===== config.mk =====
export PLATFORM = sky130hd
export DESIGN_NAME = linear_breakpoint_unit
export DESIGN_NICKNAME = d
export VERILOG_FILES = /design/src/common/bkpt_pkg.sv /design/src/rtl/linear_breakpoint_unit.sv /design/src/rtl/bkpt_match.sv
export SDC_FILE = /design/constraint.sdc
export NUM_CORES = 1
export LEC_CHECK = 0
export BUFFER_PORTS_ARGS = -buffer_cell sky130_fd_sc_hd__buf_2
export CAP_MARGIN = 10
export CORE_MARGIN = 2
export CORE_UTILIZATION = 25
export DETAILED_ROUTE_END_ITERATION = 8
export GPL_TIMING_DRIVEN = 0
export SYNTH_ARGS = -nofsm -noshare
export SYNTH_HDL_FRONTEND = slang
export SYNTH_SLANG_ARGS = --single-unit

===== constraint.sdc =====
create_clock -name clk_sys -period 4.4 [get_ports clk_sys]
set_input_delay 0.22 -clock clk_sys [delete_from_list [all_inputs] [get_ports clk_sys]]
set_output_delay 0.22 -clock clk_sys [all_outputs]
set_load 0.01 [all_outputs]

===== src/common/bkpt_pkg.sv =====
// Package: register map, field layout and carrier types of the breakpoint unit
// Behaviour
// - Four 32-bit targets, compared with every software linear address.
// - Compare linear addresses before page translation, paging on or off.
// - Size field 00 one byte, 01 two bytes, 11 four bytes, aligned.
// - Access field 00 execute, 01 data write, 11 data read or write.
// - Execution hit is a fault before; data hit a trap after transfer.
// - Data hit when any accessed byte overlaps the aligned field.
// - Execution breakpoints: size and access 00, match first insn byte.
// - Debug register access allowed only in real mode or privilege 0.
// - Guard bit set turns any debug register access into a debug fault; the code faults only privileged accesses, unprivileged ones are denied.
// - Guard bit clears automatically on entry to the debug handler.
// - Data hits always exact; execution waits for operand transfers.
// - Task switch clears local exact bit, keeps global exact bit.
// - Enabled if global or local enable set; a hit calls the handler.
// - Task switch clears all four local enables, keeps global enables.
// - Hardware only sets status flags; handler software clears them.
// - On any enabled hit, set match flags of all matching breakpoints.
// - Register-access flag set when a guarded access faulted.
// - Single-step status flag set when single-step caused the exception.
// - Task switch with trap attribute completes, sets flag, then traps.
// - After reset all breakpoints are disabled.
// - Single-step flag (bit 8) at instruction end raises a debug trap.
// - Resume flag suppresses the execution hit at the return address.
package bkpt_pkg;
  // Register byte offsets on the bus
  localparam logic [4:0] OFF_TARGET0 = 5'h00;
  localparam logic [4:0] OFF_TARGET1 = 5'h04;
  localparam logic [4:0] OFF_TARGET2 = 5'h08;
  localparam logic [4:0] OFF_TARGET3 = 5'h0c;
  localparam logic [4:0] OFF_STATUS = 5'h10;
  localparam logic [4:0] OFF_CONTROL = 5'h14;
  // Control field positions
  localparam int CTL_LOCAL_EN0 = 0;
  localparam int CTL_LOCAL_EXACT = 8;
  localparam int CTL_GLOBAL_EXACT = 9;
  localparam int CTL_GUARD = 13;
  localparam int CTL_TYPE0 = 16;
  localparam int CTL_SIZE0 = 18;
  // Status field positions
  localparam int STS_REG_ACCESS = 13;
  localparam int STS_SINGLE_STEP = 14;
  localparam int STS_TASK_SWITCH = 15;
  // Writable bits and reset values
  localparam logic [31:0] CTL_WMASK = 32'hffff_23ff;
  localparam logic [31:0] STS_WMASK = 32'h0000_e00f;
  localparam logic [31:0] CTL_RESET = 32'h0000_0000;
  localparam logic [31:0] STS_RESET = 32'h0000_0000;
  localparam logic [31:0] TARGET_RESET = 32'h0000_0000;
  // Encodings
  localparam logic [1:0] TYPE_EXEC = 2'h0;
  localparam logic [1:0] TYPE_WRITE = 2'h1;
  localparam logic [1:0] TYPE_RDWR = 2'h3;
  localparam logic [1:0] SIZE_BYTE = 2'h0;
  localparam logic [1:0] SIZE_WORD = 2'h1;
  localparam logic [1:0] SIZE_DWORD = 2'h3;
  localparam logic [1:0] RESP_OKAY = 2'h0;
  localparam logic [1:0] RESP_SLVERR = 2'h2;
  localparam int FLAGS_STEP_BIT = 8;

  // Linear access offered by the core each cycle
  typedef struct packed {
    logic fetch_valid;
    logic [31:0] fetch_addr;
    logic resume_flag;
    logic data_done;
    logic data_write;
    logic [31:0] data_addr;
    logic [3:0] data_bytes;
  } access_t;

  // Core events and privileged register port
  typedef struct packed {
    logic insn_end;
    logic [31:0] flags;
    logic task_switch;
    logic task_trap_attr;
    logic handler_entry;
    logic dbg_req;
    logic dbg_write;
    logic [2:0] dbg_sel;
    logic [31:0] dbg_wdata;
    logic real_mode;
    logic [1:0] cpl;
  } core_t;

  // Exception requests back to the core
  typedef struct packed {
    logic fault;
    logic trap;
    logic dbg_ack;
    logic dbg_denied;
    logic [31:0] dbg_rdata;
  } excp_t;
endpackage


===== src/rtl/linear_breakpoint_unit.sv =====
// Breakpoint unit: debug registers, matching, exceptions, AXI4-Lite slave
`timescale 1ns/1ns
module linear_breakpoint_unit
(
  // Clock and reset
  input wire logic clk_sys,
  input wire logic rst,
  // Core side
  input wire bkpt_pkg::access_t acc,
  input wire bkpt_pkg::core_t core,
  output bkpt_pkg::excp_t excp,
  // AXI4-Lite write address
  input wire logic [4:0] s_axi_awaddr,
  input wire logic s_axi_awvalid,
  output logic s_axi_awready,
  // AXI4-Lite write data
  input wire logic [31:0] s_axi_wdata,
  input wire logic [3:0] s_axi_wstrb,
  input wire logic s_axi_wvalid,
  output logic s_axi_wready,
  // AXI4-Lite write response
  output logic [1:0] s_axi_bresp,
  output logic s_axi_bvalid,
  input wire logic s_axi_bready,
  // AXI4-Lite read
  input wire logic [4:0] s_axi_araddr,
  input wire logic s_axi_arvalid,
  output logic s_axi_arready,
  output logic [31:0] s_axi_rdata,
  output logic [1:0] s_axi_rresp,
  output logic s_axi_rvalid,
  input wire logic s_axi_rready
);
  typedef struct packed {
    logic [3:0][31:0] target;
    logic [31:0] ctl;
    logic [31:0] sts;
    logic aw_held;
    logic [4:0] aw_addr;
    logic w_held;
    logic [31:0] w_data;
    logic [3:0] w_strb;
    logic bvalid;
    logic [1:0] bresp;
    logic rvalid;
    logic [31:0] rdata;
    logic [1:0] rresp;
    logic fault;
    logic trap;
    logic dbg_ack;
    logic dbg_denied;
    logic [31:0] dbg_rdata;
  } state_t;

  state_t st_q;
  state_t st_d;
  logic [3:0] exec_hit;
  logic [3:0] data_hit;
  logic [3:0] enabled;

  // Four identical comparators
  genvar gi;
  generate
    for (gi = 0; gi < 4; gi++)
    begin : g_cmp
      bkpt_match u_match
      (
        .target(st_q.target[gi]),
        .size(st_q.ctl[bkpt_pkg::CTL_SIZE0 + 4*gi +: 2]),
        .acc_type(st_q.ctl[bkpt_pkg::CTL_TYPE0 + 4*gi +: 2]),
        .acc(acc),
        .exec_hit(exec_hit[gi]),
        .data_hit(data_hit[gi])
      );
      assign enabled[gi] = st_q.ctl[bkpt_pkg::CTL_LOCAL_EN0 + 2*gi]
        | st_q.ctl[bkpt_pkg::CTL_LOCAL_EN0 + 2*gi + 1];
    end
  endgenerate

  // Read mux shared by bus and core port
  function automatic logic [31:0] reg_read(input state_t s,
                                           input logic [2:0] idx);
    logic [31:0] v;
    v = 32'h0;
    if (idx < 3'h4)
      v = s.target[idx[1:0]];
    else if (idx == 3'h4)
      v = s.sts;
    else if (idx == 3'h5)
      v = s.ctl;
    return v;
  endfunction

  // Merge a write into one register, keeping unwritable bits
  function automatic state_t reg_write(input state_t s,
                                       input logic [2:0] idx,
                                       input logic [31:0] data,
                                       input logic [31:0] bmask);
    state_t r;
    r = s;
    if (idx < 3'h4)
      r.target[idx[1:0]] = (s.target[idx[1:0]] & ~bmask) | (data & bmask);
    else if (idx == 3'h4)
      r.sts = (s.sts & ~(bmask & bkpt_pkg::STS_WMASK))
        | (data & bmask & bkpt_pkg::STS_WMASK);
    else if (idx == 3'h5)
      r.ctl = (s.ctl & ~(bmask & bkpt_pkg::CTL_WMASK))
        | (data & bmask & bkpt_pkg::CTL_WMASK);
    return r;
  endfunction

  // Next state: bus slave, core port, then hardware events
  always_comb
  begin
    logic [31:0] bm;
    logic any_exec;
    logic any_data;
    logic step;
    logic guard_hit;
    bm = 32'h0;
    any_exec = 1'b0;
    any_data = 1'b0;
    step = 1'b0;
    guard_hit = 1'b0;
    st_d = st_q;
    st_d.fault = 1'b0;
    st_d.trap = 1'b0;
    st_d.dbg_ack = 1'b0;
    st_d.dbg_denied = 1'b0;

    // Bus write: address and data accepted in either order
    if (s_axi_awvalid && s_axi_awready)
    begin
      st_d.aw_held = 1'b1;
      st_d.aw_addr = s_axi_awaddr;
    end
    if (s_axi_wvalid && s_axi_wready)
    begin
      st_d.w_held = 1'b1;
      st_d.w_data = s_axi_wdata;
      st_d.w_strb = s_axi_wstrb;
    end
    if (st_q.aw_held && st_q.w_held && !st_q.bvalid)
    begin
      for (int b = 0; b < 4; b++)
        bm[8*b +: 8] = {8{st_q.w_strb[b]}};
      st_d.aw_held = 1'b0;
      st_d.w_held = 1'b0;
      st_d.bvalid = 1'b1;
      if (st_q.aw_addr[1:0] != 2'h0 || st_q.aw_addr[4:2] > 3'h5)
        st_d.bresp = bkpt_pkg::RESP_SLVERR;
      else
      begin
        st_d.bresp = bkpt_pkg::RESP_OKAY;
        st_d = reg_write(st_d, st_q.aw_addr[4:2], st_q.w_data, bm);
      end
    end
    if (st_q.bvalid && s_axi_bready)
      st_d.bvalid = 1'b0;

    // Bus read, one at a time
    if (s_axi_arvalid && s_axi_arready)
    begin
      st_d.rvalid = 1'b1;
      st_d.rdata = reg_read(st_q, s_axi_araddr[4:2]);
      st_d.rresp = (s_axi_araddr[1:0] != 2'h0 || s_axi_araddr[4:2] > 3'h5)
        ? bkpt_pkg::RESP_SLVERR : bkpt_pkg::RESP_OKAY;
    end
    else if (st_q.rvalid && s_axi_rready)
      st_d.rvalid = 1'b0;

    // Core access to debug registers: privilege then guard
    if (core.dbg_req)
    begin
      if (!(core.real_mode || core.cpl == 2'h0))
        st_d.dbg_denied = 1'b1;
      else if (st_q.ctl[bkpt_pkg::CTL_GUARD])
        guard_hit = 1'b1;
      else
      begin
        st_d.dbg_ack = 1'b1;
        st_d.dbg_rdata = reg_read(st_q, core.dbg_sel);
        if (core.dbg_write)
          st_d = reg_write(st_d, core.dbg_sel, core.dbg_wdata,
                           32'hffff_ffff);
      end
    end

    // Task switch clears local enables and local exact only
    if (core.task_switch)
    begin
      for (int i = 0; i < 4; i++)
        st_d.ctl[bkpt_pkg::CTL_LOCAL_EN0 + 2*i] = 1'b0;
      st_d.ctl[bkpt_pkg::CTL_LOCAL_EXACT] = 1'b0;
    end

    // Hit detection; here flags are only ever set, never cleared
    any_exec = |(exec_hit & enabled);
    any_data = |(data_hit & enabled);
    step = core.insn_end && core.flags[bkpt_pkg::FLAGS_STEP_BIT];
    if (any_exec || any_data)
      st_d.sts[3:0] = st_d.sts[3:0] | exec_hit | data_hit;
    if (guard_hit)
      st_d.sts[bkpt_pkg::STS_REG_ACCESS] = 1'b1;
    if (step)
      st_d.sts[bkpt_pkg::STS_SINGLE_STEP] = 1'b1;
    if (core.task_switch && core.task_trap_attr)
      st_d.sts[bkpt_pkg::STS_TASK_SWITCH] = 1'b1;

    // Fault before execution, trap after transfer, single step or switch
    st_d.fault = any_exec || guard_hit;
    st_d.trap = any_data || step
      || (core.task_switch && core.task_trap_attr);

    // Handler entry frees the registers for the handler
    if (core.handler_entry || guard_hit)
      st_d.ctl[bkpt_pkg::CTL_GUARD] = 1'b0;
  end

  // State register; reset leaves every breakpoint disabled
  always_ff @(posedge clk_sys)
  begin
    if (rst)
    begin
      st_q <= '0;
      st_q.ctl <= bkpt_pkg::CTL_RESET;
      st_q.sts <= bkpt_pkg::STS_RESET;
      st_q.target <= {4{bkpt_pkg::TARGET_RESET}};
    end
    else
      st_q <= st_d;
  end

  // Handshakes and data all driven from flip-flops
  assign s_axi_awready = !st_q.aw_held;
  assign s_axi_wready = !st_q.w_held;
  assign s_axi_bvalid = st_q.bvalid;
  assign s_axi_bresp = st_q.bresp;
  assign s_axi_arready = !st_q.rvalid;
  assign s_axi_rvalid = st_q.rvalid;
  assign s_axi_rdata = st_q.rdata;
  assign s_axi_rresp = st_q.rresp;
  assign excp.fault = st_q.fault;
  assign excp.trap = st_q.trap;
  assign excp.dbg_ack = st_q.dbg_ack;
  assign excp.dbg_denied = st_q.dbg_denied;
  assign excp.dbg_rdata = st_q.dbg_rdata;
endmodule


===== src/rtl/bkpt_match.sv =====
// One breakpoint comparator: execution and data overlap match
`timescale 1ns/1ns
module bkpt_match
(
  // Breakpoint setup
  input wire logic [31:0] target,
  input wire logic [1:0] size,
  input wire logic [1:0] acc_type,
  // Linear accesses
  input wire bkpt_pkg::access_t acc,
  // Results
  output logic exec_hit,
  output logic data_hit
);
  logic [31:0] mask;
  logic [31:0] dend;
  logic [31:0] bend;

  // Field mask aligns the target; no page translation sits in front
  always_comb
  begin
    unique case (size)
      bkpt_pkg::SIZE_WORD: mask = 32'hffff_fffe;
      bkpt_pkg::SIZE_DWORD: mask = 32'hffff_fffc;
      default: mask = 32'hffff_ffff;
    endcase
  end

  // Inclusive end addresses of access and field, for overlap
  assign dend = acc.data_addr + {28'h0, acc.data_bytes} - 32'h1;
  assign bend = (target & mask) | ~mask;

  // Exact first-byte compare; resume flag masks the returning fetch
  assign exec_hit = acc.fetch_valid && !acc.resume_flag
    && acc_type == bkpt_pkg::TYPE_EXEC
    && acc.fetch_addr == target;

  // Any byte overlapping the field counts
  assign data_hit = acc.data_done && acc.data_bytes != 4'h0
    && (acc_type == bkpt_pkg::TYPE_RDWR
      || (acc_type == bkpt_pkg::TYPE_WRITE && acc.data_write))
    && acc.data_addr <= bend
    && dend >= (target & mask);
endmodule


# Yosys cells after proc, flatten, opt, wreduce, memory -nomap -nowiden
# Index checks and enable logic that the tools add are counted.
[word_totals]
out_inout_bits = 77
in_bits = 201
regBits = 309
[classes]
n_addsub = 2
mux = 55
n_reduce_logical = 66
bitwise_logic = 32
n_lt_le_gt_ge = 18
n_eq_ne = 26
[op_table]
columns = ["cell", "n"]
rows = [
  ["two-way mux 309 bit", 4],
  ["two-way mux 32 bit", 18],
  ["two-way mux 276 bit", 1],
  ["bitwise AND 32 bit", 8],
  ["bitwise mux 128 bit", 2],
  ["two-way mux 128 bit", 2],
  ["two-way mux 236 bit", 1],
  ["binary-select mux 32 bit (select 2 bit)", 3],
  ["inverter 32 bit", 6],
  ["OR 32 bit", 6],
  ["demux 32 bit (select 2 bit)", 2],
  ["== test 32 bit", 4],
  ["greater-or-equal comparator 32 bit", 4],
  ["less-or-equal comparator 32 bit", 4],
  ["two-way mux 64 bit", 2],
  ["OR 32 x 16 -> 32 bit", 2],
  ["logical AND 1 bit", 37],
  ["two-way mux 37 bit", 1],
  ["two-way mux 34 bit", 1],
  ["adder 32 x 4 -> 32 bit", 1],
  ["inverter 16 -> 32 bit", 1],
  ["OR 16 x 32 -> 32 bit", 1],
  ["subtractor 32 x 1 -> 32 bit (second input constant)", 1],
  ["== test 3 bit (second input constant)", 6],
  ["other kinds (21)", 81],
]

# Logic depth before layout (Yosys ltp)
[logic_depth]
depth_word = 19
mapped_depth = 25

# By module
# From an unflattened synthesis, not the netlist that was laid out.
[unflattened]
cells_unflattened = 3841
hier_area_um2 = 30525.5
[modules_own_cells]
columns = ["mod", "n_inst", "area_each_um2", "cells_per_inst", "seq_area_each_um2"]
rows = [
  ["linear_breakpoint_unit", 1, 15841.4, 1769, 5545.3],
  ["bkpt_match", 4, 3671.0, 518, 0.0],
]

# Least setup slack after synthesis
# No wires, ideal clock.
[synth_timing]
kind = "input -> register"
startpoint = "input port acc[1] (netlist name)"
endpoint = "register st_q[118] (netlist name)"
path_slack_ps = -122
required_ps = 4268
cell_stages = 24
t_arrival_ps = 4390
setup_ps = 132
cell_sequence = "inv_1 > ha_1 > inv_1 > ha_1 > inv_1 > fa_1 > nor2b_1 > o2111ai_1 > and3b_1 > o21ai_1 > o311ai_1 > a31oi_1 > a221oi_2 > nor3_1 > a211o_1 > ha_1 > a21o_1 > a21o_1 > a221oi_1 > o211ai_1 > a211oi_1 > a211oi_4 > nor4_1 > nor3_1"
[synth_via]
elab_chain_cells = 9
elab_cells_between_ends = 25
classes_between = "add/sub: 2; order compare: 4; mux: 1; bitwise: 2; reduce/logical: 16"
[synth_lines]
columns = ["element", "line_no", "source"]
rows = [
  ["start, declared", "linear_breakpoint_unit.sv:9", "input wire bkpt_pkg::access_t acc,"],
  ["parallel branches: the longest is 8 deep, another holds adder 32 x 4 -> 32 bit", "--", ""],
  ["two-way mux 4 bit *", "linear_breakpoint_unit.sv:201", "if (any_exec || any_data)"],
  ["end signal, assigned", "linear_breakpoint_unit.sv:231", "st_q <= st_d;"],
  ["end, declared", "linear_breakpoint_unit.sv:55", "state_t st_q;"],
]
# Mark *: on every way between the ends.
# A chain may end at the register's enable or synchronous reset.

# Final worst setup path
[layout_timing]
startpoint = "input port acc[1] (netlist name)"
endpoint = "register st_q[117] (netlist name)"
# The elaborated chain is that of the path after synthesis.

==> impl_results.md <==
* Run status: complete, but fails checks
* Failing checks: negative setup slack
* Gate power share at 0.321
* Nets at roughly 3800
* Final period util at 1.06
* Highest routed layer: met5
* Vias after detailed routing at approximately 25000
* Fin worst setup slack at -0.267 ns
* Main synth FF type: dfxtp_1
* Worst-case clock buffer depth at 3
* Ys async rst share at 0
* Post-Route WL at ~120 mm
* Layout fillers at approximately 10000
* CTS clk-pin slew, worst paths at approximately 0.070 ns
* CTS tree: built
* Clock share of power at 0.343
* Hold Path Class: input pin to flip-flop
* Die Y at 315 microns
* CP bufs+invs at 6
* GRT Overall Usage at 0.239
* CP Class: input pin to flip-flop
* Top Family by Delay on Critical Path: compound AO/OA/AOI/OAI gates
* Max Fclk at 0.214 GHz
* Clk root buf: clkbuf_16
* Register area share after synthesis at 0.230
* Crit path launch type: input pin
* Met3 WL post-DR at ~13 mm
* Setup violations, final at 5
* Crit. End Element: flip-flop
* Initial Utilization at 0.253
* First-pass GRT wire length at 172 mm
* PortBufs at approximately 230
* Area Growth Syn to Fin at 22.4%
* H-tree level count at 1
* DRT antenna net count at 0
* Met1 WL at ~47 mm
* Fraction of layout cells with a size suffix above 1 at 0.177
* CP arrival at between 5 and 6 ns
* Pint at roughly 5300 uW
* Crit-path max cell delay at 0.38 ns
* CTS Buf Count at 28
* Distinct cells, synth at between 70 and 80
* Iter 0 DRT Violations at 2738
* Slew @ Worst Pin at 1.30 ns
* DRT Pass-1 Iters at 6
* CP dominant cell by count: ha_4
* Core area at between 0.09 and 0.1 sq mm
* Number of cell rows at ~110
* Die ar. at between 0.09 and 0.1 sq mm
* Initial antenna violation count at 25
* Max Slew Vio Count at 0
* #FFs+latches synth at ~280
* Clock latency reported for the late side of the worst-skew pair at between 0.5 and 0.6 ns
* Num ports at ~280
* Relative slew margins at 0.128
* Post-Route Skew at 0.00799 ns
* GPL Wtd Cong at 1.09
* Die span in x at around 310 microns
* Power density over the cells at approximately 280 mW/mm^2
* Final min period at ~4.7 ns
* CTS Sinks at ~280
* Max Cap Viol at 0
* Grt total ovfl at 0
* Post-synth EDFFs at 0
* RSZ-0062 raised after global routing: yes
* Largest net degree at the start of global routing at 16
* Met2 WL post-DR at 54.3 mm
* Dpl hpwl at between 100 and 150 mm
* DR DRC count at 0
* Placed Instances at 4449
* Pre-CTS WS at -2.14 ns
* Req. time, crit path at between 4 and 5 ns
* Synthesized instance count at just under 3000
* Sequential share of power at 0.336
* Area of the mapped netlist at about 0.024 sq mm
* Leakage power at 0.0117 uW
* Hold Vio Cnt, Final at 0
* CP max-delay cell: a221oi_4
* Max VDD drop at ~300 uV
* Max Fanout on Critical Path at 4
* Vias in the first global route at roughly 25000
* Psw at around 2900 uW
* Non-Filler Instances at between 4000 and 5000
* Sw frac at 0.352
* DR vias/cell at 5.51
* Synth Warn # at 0
* Routed len/inst at 26.5 microns
* Synth Area per Inst at ~8.2 sq um
cell type report:
class / instances / area, sq um / area share
multi-input cells: 2237 / 17200 / 0.583
flip-flops and latches: 277 / 5550 / 0.188
repair buffers: 329 / 2150 / 0.0729
well taps: 1265 / 1580 / 0.0536
plain buffers: 237 / 1170 / 0.0396
inverters: 204 / 786 / 0.0266
clock buffers: 34 / 774 / 0.0262
clock inverters: 18 / 273 / 0.00923
diodes: 7 / 17.5 / 0.000593
worst min-delay path: stages:
cell and delay (ns):
buf_2 0.19, a21oi_1 0.09, nor2_1 0.08
what timing repair did:
action / in CTS / in global routing
setup endpoints to repair: 5 / 5
cloned: 0 / 0
gates resized for setup: 76 / 34
hold buffers: 72 / 0
pin swaps: 40 / 30
endpoints found under the hold margin: 103 / 0
buffers inserted: 21 / 8
through the flow:
step / TNS [ns] / utilization / hold WS, ns / total power, uW / area, sq um
global route: -1.87 / 0.310 / 0.0411 / 8450 / 29500
floorplan: -0.135 / - / 0.299 / 4240 / 24200
finish: -1.20 / 0.310 / 0.0298 / 8130 / 29500
detailed placement: -9.64 / 0.283 / 0.398 / 5120 / 26900
global placement: -9.91 / 0.283 / 0.403 / 5080 / 26900
CTS: -1.06 / 0.307 / 0.00202 / 8020 / 29300
registers in the layout, indices dropped and copies added, names as in the netlist:
signal	cells
s_axi_rdata	32
s_axi_rvalid	1
s_axi_bvalid	1
s_axi_bresp	1
st_q	205
excp	36
s_axi_rresp	1
synth_stat cells (4+ instances only):
master	count	area, sq um
and3_1	13	81.3
mux2i_1	56	561
inv_1	203	762
mux4_2	96	2160
a31oi_1	4	25.0
nand4_1	56	350
nand2b_1	11	68.8
o21bai_1	7	52.6
a21o_1	58	435
and2_1	7	43.8
buf_1	18	67.6
nor3_1	57	285
clkbuf_1	138	518
xnor2_1	81	709
o211ai_1	13	97.6
a2111oi_0	11	96.3
mux2_2	10	113
nor4_1	32	200
nor2b_1	28	175
nand3_1	51	255
a211o_1	5	43.8
a22oi_1	4	30.0
xor2_1	73	639
a21oi_1	275	1380
or3_1	13	81.3
o21a_1	12	90.1
or4_1	5	37.5
a221oi_1	55	482
o21ai_0	88	440
buf_4	72	541
nor2_1	399	1500
nor4b_1	5	43.8
nand2_1	195	732
buf_2	8	40.0
dfxtp_1	277	5550
or2_2	12	75.1
a311oi_1	23	201
a211oi_1	137	1030
ha_1	290	3630
metal layers:
metal  global-route usage  vias up
met2                0.383     1444
met4                0.138       28
met3               0.0592      345
met5                    0        -
li1                     -    11400
met1                0.290    12200
final timing paths:
check	start	endpoint	slack [ns]	depth (start not counted)
worst max register to register	st_q[212]	st_q[117]	0.35	11
worst min register to register	excp[22]	excp[22]	0.47	2
worst max-delay path	acc[1]	st_q[117]	-0.27	28
worst min-delay path	core[8]	st_q[186]	0.03	3
layout by cell type (no fill, tap or decap), drive strengths merged, types with 8 or more instances in the layout:
master	synthesis	layout
a2111oi	13	13
nand2b	11	11
and2	8	8
and3	13	13
or2	12	12
or3	13	13
a21o	58	58
a21oi	275	275
o211ai	13	13
nor2	400	400
a221oi	56	56
buf	98	354
a311oi	23	23
a211oi	138	138
dfxtp	277	277
nand4	56	56
nand3	51	51
ha	290	290
o21ai	91	91
mux2	10	10
mux4	96	96
dlygate4sd3	0	72
nor2b	28	28
nor4	34	34
nand2	195	195
inv	204	207
xnor2	81	81
mux2i	56	56
nor3	58	58
o21a	12	12
clkbuf	139	174
xor2	73	73
cells by family (layout without fill, tap and decap cells):
family	count (synthesis)	after routing	synth area share
xor+xnor	154	154	0.0559
fa+ha+maj	291	291	0.151
mux	162	162	0.118
other cells	1	9	0.000155
flops	277	277	0.230
buf+inv	441	822	0.0803
compound gates	724	724	0.195
simple gates	904	904	0.170
power groups by stage:
stage / sequential [uW] / combinational (uW) / clock (uW)
after global routing: 2740 / 2850 / 2860
final: 2730 / 2610 / 2790
after detailed placement: 2780 / 2340 / 0
after floorplan: 2720 / 1520 / 0
after global placement: 2780 / 2300 / 0
after CTS: 2720 / 2510 / 2790
No activity file was read; power rests on OpenSTA's default activity.
